[src/include/dims_defines.svh]
// timing, field and encoding constants for the dram init and mode set link
`ifndef DIMS_DEFINES_SVH
`define DIMS_DEFINES_SVH

`define DIMS_CLK_PERIOD_PS     5000
`define DIMS_STABLE_TIME_US    200
`define DIMS_STABLE_CYCLES     ((`DIMS_STABLE_TIME_US * 1000000) / `DIMS_CLK_PERIOD_PS)
`define DIMS_DUMMY_MODE_SETS   2
`define DIMS_INIT_NOPS         1024
`define DIMS_BANKS             8
`define DIMS_DLL_LOCK_CYCLES   1024
`define DIMS_MODE_RECOVERY     6
`define DIMS_ADDR_W            19

`define DIMS_F_CONFIG_LO       0
`define DIMS_F_CONFIG_HI       2
`define DIMS_F_BURST_LO        3
`define DIMS_F_BURST_HI        4
`define DIMS_F_AMUX            5
`define DIMS_F_DLL             7
`define DIMS_F_IMP             8
`define DIMS_F_ODT             9
`define DIMS_F_ZERO_LO         10
`define DIMS_F_ZERO_HI_NMUX    17
`define DIMS_F_ZERO_HI_MUX     18
`define DIMS_MODE_W            18

`define DIMS_CMD_NOP           3'h0
`define DIMS_CMD_MODE_SET      3'h1
`define DIMS_CMD_REFRESH       3'h2
`define DIMS_CMD_READ          3'h3
`define DIMS_CMD_WRITE         3'h4

`define DIMS_RESET_MODE        18'h00000
`define DIMS_RESERVED_BURST    2'h3

`endif

[src/include/dims_pkg.sv]
// types used by the memory end of the dram init and mode set link
package dims_pkg;
  typedef logic [2:0] dims_cmd_t;
  typedef struct packed {
    logic [3:0] row_cycle;
    logic [3:0] read_lat;
    logic [3:0] write_lat;
    logic       valid;
  } dims_lat_t;
endpackage

[src/include/dims_if.sv]
// command pins between memory controller and memory
`timescale 1ns/1ps
`include "dims_defines.svh"
interface dims_if;
  logic [2:0]                 cmd;
  logic [`DIMS_ADDR_W-1:0]    addr;
  logic [2:0]                 bank;
  modport ctrl (output cmd, output addr, output bank);
  modport mem  (input cmd, input addr, input bank);
endinterface

[src/verilog/dims_ctrl.sv]
// controller end: power-up sequence and mode set issue
`timescale 1ns/1ps
`include "dims_defines.svh"
module dims_ctrl
  import dims_pkg::*;
#(
  parameter int STABLE_CYCLES   = `DIMS_STABLE_CYCLES,
  parameter int RECOVERY_CYCLES = `DIMS_MODE_RECOVERY
)(
  input  wire logic                 clk,
  input  wire logic                 nrst,
  dims_if.ctrl                      pins,
  input  wire logic [`DIMS_MODE_W-1:0] mode_value,
  input  wire logic                 mode_req,
  input  wire logic                 dll_relock_req,
  input  wire logic                 banks_idle,
  output logic                      ready,
  output logic                      read_allowed,
  output logic                      busy
);
  typedef enum logic [2:0] {
    S_STABLE  = 3'b000,
    S_DUMMY   = 3'b001,
    S_VALID   = 3'b010,
    S_RECOVER = 3'b011,
    S_REFNOP  = 3'b100,
    S_READY   = 3'b101
  } dims_state_t;

  typedef struct packed {
    dims_state_t              state;
    logic [31:0]              cnt;
    logic [1:0]               dummies;
    logic [3:0]               banks_done;
    logic [10:0]              nops;
    logic [10:0]              lock;
    logic [`DIMS_MODE_W-1:0]  next_mode;
    logic                     second_set;
    logic [2:0]               cmd;
    logic [`DIMS_ADDR_W-1:0]  addr;
    logic [2:0]               bank;
  } dims_ctrl_st_t;

  dims_ctrl_st_t st_q;
  dims_ctrl_st_t st_d;

  // clears A10 upward and replaces reserved codes with safe ones
  function automatic logic [`DIMS_ADDR_W-1:0] mode_addr(
    input logic [`DIMS_MODE_W-1:0] m);
    logic [`DIMS_ADDR_W-1:0] a;
    a = '0;
    a[`DIMS_F_ODT:0] = m[`DIMS_F_ODT:0];
    a[6] = 1'b0;
    if (a[`DIMS_F_CONFIG_HI:`DIMS_F_CONFIG_LO] > 3'h5) begin
      a[`DIMS_F_CONFIG_HI:`DIMS_F_CONFIG_LO] = 3'h3;
    end
    if (a[`DIMS_F_BURST_HI:`DIMS_F_BURST_LO] == `DIMS_RESERVED_BURST) begin
      a[`DIMS_F_BURST_HI:`DIMS_F_BURST_LO] = 2'h1;
    end
    return a;
  endfunction

  always_comb begin
    st_d      = st_q;
    st_d.cmd  = `DIMS_CMD_NOP;
    st_d.addr = '0;
    st_d.bank = 3'h0;
    if (st_q.lock != 11'h0) begin
      st_d.lock = st_q.lock - 11'h1;
    end
    unique case (st_q.state)
      S_STABLE: begin
        // mode is taken late so the user may settle it during the wait
        st_d.cnt        = st_q.cnt + 32'h1;
        st_d.next_mode  = mode_value;
        st_d.second_set = mode_value[`DIMS_F_AMUX];
        if (st_q.cnt >= 32'(STABLE_CYCLES - 1)) begin
          st_d.state   = S_DUMMY;
          st_d.dummies = 2'h0;
        end
      end
      S_DUMMY: begin
        st_d.cmd     = `DIMS_CMD_MODE_SET; // address low
        st_d.dummies = st_q.dummies + 2'h1;
        if (st_q.dummies == 2'(`DIMS_DUMMY_MODE_SETS - 1)) begin
          st_d.state = S_VALID;
        end
      end
      S_VALID: begin
        st_d.cmd   = `DIMS_CMD_MODE_SET;
        st_d.addr  = mode_addr(st_q.next_mode);
        st_d.state = S_RECOVER;
        st_d.cnt   = 32'h0;
        if (st_q.next_mode[`DIMS_F_DLL]) begin
          st_d.lock = 11'(`DIMS_DLL_LOCK_CYCLES);
        end
      end
      S_RECOVER: begin
        st_d.cnt = st_q.cnt + 32'h1;
        if (st_q.cnt >= 32'(RECOVERY_CYCLES - 1)) begin
          st_d.cnt = 32'h0;
          if (st_q.second_set) begin
            // dll reset pair or mux entry: second set after recovery
            st_d.second_set = 1'b0;
            st_d.state      = S_VALID;
            st_d.next_mode  = mode_value;
          end else if (st_q.banks_done == 4'(`DIMS_BANKS)
                       && st_q.nops == 11'(`DIMS_INIT_NOPS)) begin
            st_d.state = S_READY;
          end else begin
            st_d.state = S_REFNOP;
          end
        end
      end
      S_REFNOP: begin
        // one refresh per bank every 16 cycles, nops between
        st_d.cnt = st_q.cnt + 32'h1;
        if (st_q.banks_done != 4'(`DIMS_BANKS)
            && st_q.cnt[3:0] == 4'h0) begin
          st_d.cmd        = `DIMS_CMD_REFRESH;
          st_d.bank       = st_q.banks_done[2:0];
          st_d.banks_done = st_q.banks_done + 4'h1;
        end else if (st_q.nops != 11'(`DIMS_INIT_NOPS)) begin
          st_d.nops = st_q.nops + 11'h1;
        end
        // last bank refreshed at least row cycle before ready
        if (st_q.banks_done == 4'(`DIMS_BANKS)
            && st_q.nops == 11'(`DIMS_INIT_NOPS)
            && st_q.cnt[3:0] >= 4'h8) begin
          st_d.state = S_READY;
        end
      end
      S_READY: begin
        if ((mode_req || dll_relock_req) && banks_idle) begin
          st_d.next_mode  = mode_value;
          st_d.state      = S_VALID;
          st_d.second_set = mode_value[`DIMS_F_AMUX];
          if (dll_relock_req) begin
            st_d.next_mode[`DIMS_F_DLL] = 1'b0;
            st_d.second_set             = 1'b1;
          end
        end
      end
      default: st_d.state = S_STABLE;
    endcase
  end

  always_ff @(posedge clk) begin
    if (!nrst) begin
      st_q <= '{state: S_STABLE, cnt: 32'h0, dummies: 2'h0,
                banks_done: 4'h0, nops: 11'h0, lock: 11'h0,
                next_mode: `DIMS_RESET_MODE,
                second_set: 1'b0, cmd: `DIMS_CMD_NOP,
                addr: '0, bank: 3'h0};
    end else begin
      st_q <= st_d;
    end
  end

  assign pins.cmd     = st_q.cmd;
  assign pins.addr    = st_q.addr;
  assign pins.bank    = st_q.bank;
  assign ready        = (st_q.state == S_READY);
  assign read_allowed = ready && (st_q.lock == 11'h0);
  assign busy         = !ready;
endmodule

[src/flat_wrapper.sv]
// flat-port wrapper written by rule: the top's interface ports become plain ports
module dims_ctrl_flat import dims_pkg::*;
#(
  parameter int STABLE_CYCLES   = `DIMS_STABLE_CYCLES,
  parameter int RECOVERY_CYCLES = `DIMS_MODE_RECOVERY
)
  (clk, nrst, mode_value, mode_req, dll_relock_req, banks_idle, ready, read_allowed, busy, pins_cmd, pins_addr, pins_bank);
  dims_if pins_i ();
  input  wire logic clk;
  input  wire logic nrst;
  input  wire logic [`DIMS_MODE_W-1:0] mode_value;
  input  wire logic mode_req;
  input  wire logic dll_relock_req;
  input  wire logic banks_idle;
  output logic ready;
  output logic read_allowed;
  output logic busy;
  output wire logic [$bits(pins_i.cmd)-1:0] pins_cmd;
  output wire logic [$bits(pins_i.addr)-1:0] pins_addr;
  output wire logic [$bits(pins_i.bank)-1:0] pins_bank;
  assign pins_cmd = pins_i.cmd;
  assign pins_addr = pins_i.addr;
  assign pins_bank = pins_i.bank;
  dims_ctrl #(.STABLE_CYCLES(STABLE_CYCLES), .RECOVERY_CYCLES(RECOVERY_CYCLES)) u_core (.clk(clk), .nrst(nrst), .pins(pins_i), .mode_value(mode_value), .mode_req(mode_req), .dll_relock_req(dll_relock_req), .banks_idle(banks_idle), .ready(ready), .read_allowed(read_allowed), .busy(busy));
endmodule
[config.mk]
export PLATFORM = sky130hd
export DESIGN_NAME = dims_ctrl_flat
export DESIGN_NICKNAME = d
export VERILOG_FILES = /design/src/include/dims_pkg.sv /design/src/include/dims_if.sv /design/src/verilog/dims_ctrl.sv /design/src/flat_wrapper.sv
export VERILOG_INCLUDE_DIRS = /design/src /design/src/include
export SDC_FILE = /design/constraint.sdc
export NUM_CORES = 1
export LEC_CHECK = 0
export BUFFER_PORTS_ARGS = -buffer_cell sky130_fd_sc_hd__buf_2
export CORE_UTILIZATION = 63
export DETAILED_ROUTE_END_ITERATION = 7
export GPL_TIMING_DRIVEN = 0
export PLACE_DENSITY = 0.85
export SETUP_SLACK_MARGIN = 0.02
export SYNTH_ARGS = -nofsm -noshare
export SYNTH_HDL_FRONTEND = slang
export SYNTH_SLANG_ARGS = --single-unit
[constraint.sdc]
create_clock -name clk -period 4.1 [get_ports clk]
set_clock_uncertainty 0.2 [all_clocks]
set_input_delay 0.82 -clock clk [delete_from_list [all_inputs] [get_ports clk]]
set_output_delay 0.82 -clock clk [all_outputs]
set_load 0.03 [all_outputs]
==> flow_metrics.tcl <==
set metrics [dict create \
    status "finished, violations left" \
    failed_checks "DRC" \
    grtUsageMet1_pct 29.9 \
    ir_drop_uv 297 \
    hold_buffers 0 \
    cp.required_ns 3.08 \
    syn_area_per_cell_sq_um 8.56 \
    die_h_microns 84.6 \
    synthArstFlopShare_pct 0 \
    worst_pin_slew_ns 0.963 \
    min_path_type "reg -> reg" \
    timing.fmax_ghz 0.309 \
    cts_setup_buffers 0 \
    r2r-end "u_core.st_q[102]" \
    port-buffer-count 30 \
    synth_top_cell_by_area "dfxtp_1" \
    drt-initial-drc-count 203 \
    final_cell_mix "dfxtp_1, nor2_1, buf_2, xor2_1, a21oi_1" \
    holdPathEnd "u_core.pins.addr[4]" \
    reg2reg_slack_ns 1.47 \
    leakagePower_nw 1.95 \
    crit_type "reg -> out" \
    rows 29 \
    antenna_found_initial 0 \
    ys_seq_area_share_pct 40.5 \
    busiest_layer "met2" \
    ys.flop_type "dfxtp_1" \
    endpoint_kind "output pin" \
    yosys.area_share.simple_pct 27.6 \
    vias 3650 \
    die_x_microns 84.6 \
    synthMuxAreaShare_pct 1.08 \
    dr.pass1.iters 8 \
    wl_per_cell_microns 13.5 \
    crit_fanout 10 \
    grt_pass1_wl_microns 14600 \
    grt_usage_pct 25.3 \
    critPathArrivalTime_ns 2.22 \
    synth_edf_count 0 \
    yosys_register_bits 87 \
    relSlewSlack_pct 35.2 \
    synth_xor_xnor_area_share_pct 8.15 \
    hp-start "u_core.st_q[29]" \
    synth_compound_area_share_pct 11.8 \
    start_util_pct 66.5 \
    startpoint_type "flip-flop" \
    tns_ns 0 \
    antenna_left 0 \
    period_minus_slack_ns 3.24 \
    route.detailed.drc 4 \
    first_global_vias 3326 \
    synth_area_sq_um 4300 \
    synth_cell_types 58 \
    cts-resized-gates 0 \
    worst_skew_pair.late_latency_ns 0.36 \
    ys_warn_count 0 \
    layout_commonest_cell "dfxtp_1" \
    drive_above_1_share_pct 16.5 \
    cts_sinks 87 \
    syn_to_final_growth_pct 10.7 \
    grt_max_degree 16 \
    cts_tree "yes" \
    ff2ff_path_depth 6 \
    cts_root_buf "clkbuf_8" \
    r2r_start "u_core.st_q[81]" \
    setup_violations 0 \
    core_area_sq_um 6460 \
    routed_via_density 5.75 \
    clk_path_buf_depth 2 \
    grt_overflow 0 \
    hpwl_microns 6200 \
    fill_cells 486 \
    power_density_nw_per_um2 400 \
    use_met2_pct 44.1 \
    synth_fa_ha_area_share_pct 2.62 \
    cts.clk_slew.worst_paths_ns 0.09 \
    cts_buffers 9 \
    min_path_cells 1 \
    min_period_over_period_pct 79.0 \
    drv_cap 0 \
    die-area_sq_um 7160 \
    hold_viol 0 \
    gp_congestion 0.902 \
    htreeDepth 3 \
    maxSlewViolCount 0 \
    total_power_mw 1.90 \
    synthTopCellsByArea "dfxtp_1, xor2_1, nor2_1" \
    post-synth-top-area-fraction_pct 40.5 \
    synth_top_family_by_area "simple AND/OR/NAND/NOR gates" \
    use_met3_pct 6.78 \
    insertedDiodeCount 0 \
    netlist_instances 502 \
    rsz0062_at_grt "false" \
    layout.nets 585 \
    routed_wl_microns 8550 \
    ios 51 \
]
## kinds of logic (layout without fill, tap and decap cells)
| group | after synthesis | after routing |
|---|---|---|
| DFF | 87 | 87 |
| other | 1 | 11 |
| AOI/OAI and AO/OA | 84 | 84 |
| adders and majority gates | 9 | 9 |
| buffers and inverters | 64 | 110 |
| muxes | 4 | 4 |
| xor gates and xnor gates | 40 | 40 |
| and+or+nand+nor | 213 | 213 |
## area by class of cell
type / instances / area (sq um) / area share, %
repair buffers: 30 / 150 / 3.16
plain buffers: 48 / 290 / 6.10
flip-flops and latches: 87 / 1740 / 36.6
well taps: 77 / 96.3 / 2.03
clock inverters: 6 / 46.3 / 0.973
inverters: 16 / 60.1 / 1.26
multi-input cells: 361 / 2240 / 47.2
clock buffers: 10 / 128 / 2.68
## routing by layer
layer	wire length, microns	part of all wire, %
met2	4210	49
met4	124	1.4
met1	3760	44
met3	465	5.4
met5	0	0
## registers in the layout (all words and copies together) (netlist names)
signal,count
u_core.pins.addr,9
u_core.st_q,73
u_core.pins.cmd,2
u_core.pins.bank,3
## per-stage QoR
step	util (%)	setup WS (ns)	hold slack, ns	instances	area, sq um
2_1_floorplan	-	1.36	0.206	512	4340
3_3_place_gp	70.9	1.25	0.222	619	4580
3_5_place_dp	70.9	1.25	0.233	619	4580
4_1_cts	73.6	0.844	0.247	635	4760
5_1_grt	73.6	0.633	0.291	635	4760
6_report	73.6	0.862	0.247	635	4760
## report_power, final
group / switching (mW) / internal [mW] / total [mW]
clock network: 0.308 / 0.223 / 0.532
logic: 0.240 / 0.173 / 0.414
registers: 0.0497 / 0.905 / 0.955
## synth_stat cells (9+ instances only)
cell	number
nand4_1	19
xor2_1	31
ha_1	9
nand3_1	27
or3_1	12
xnor2_1	9
nand2_1	25
clkbuf_1	14
buf_4	25
and3_1	13
o21ai_0	27
nor4_1	9
dfxtp_1	87
a21oi_1	28
inv_1	15
nor2_1	55
## worst max-delay path, stage by stage, from the launching register on
cell and delay (ns):
dfxtp_1 0.35, inv_1 0.07, ha_1 0.17, nor3b_1 0.47
nand4b_1 0.20, clkbuf_1 0.27, nor2_1 0.14, buf_2 0.21
## worst max-delay path by stage
stage                     slack [ns]  depth (start not counted)            to       startpoint
after detailed placement        1.25                          7  read_allowed  u_core.st_q[44]
after global routing            0.63                          7  read_allowed  u_core.st_q[44]
after global placement          1.25                          7  read_allowed  u_core.st_q[44]
final                           0.86                          7  read_allowed  u_core.st_q[44]
after CTS                       0.84                          7  read_allowed  u_core.st_q[44]
after floorplan                 1.36                          6  read_allowed  u_core.st_q[44]
Note: power is estimated with default switching activity, not from simulation.
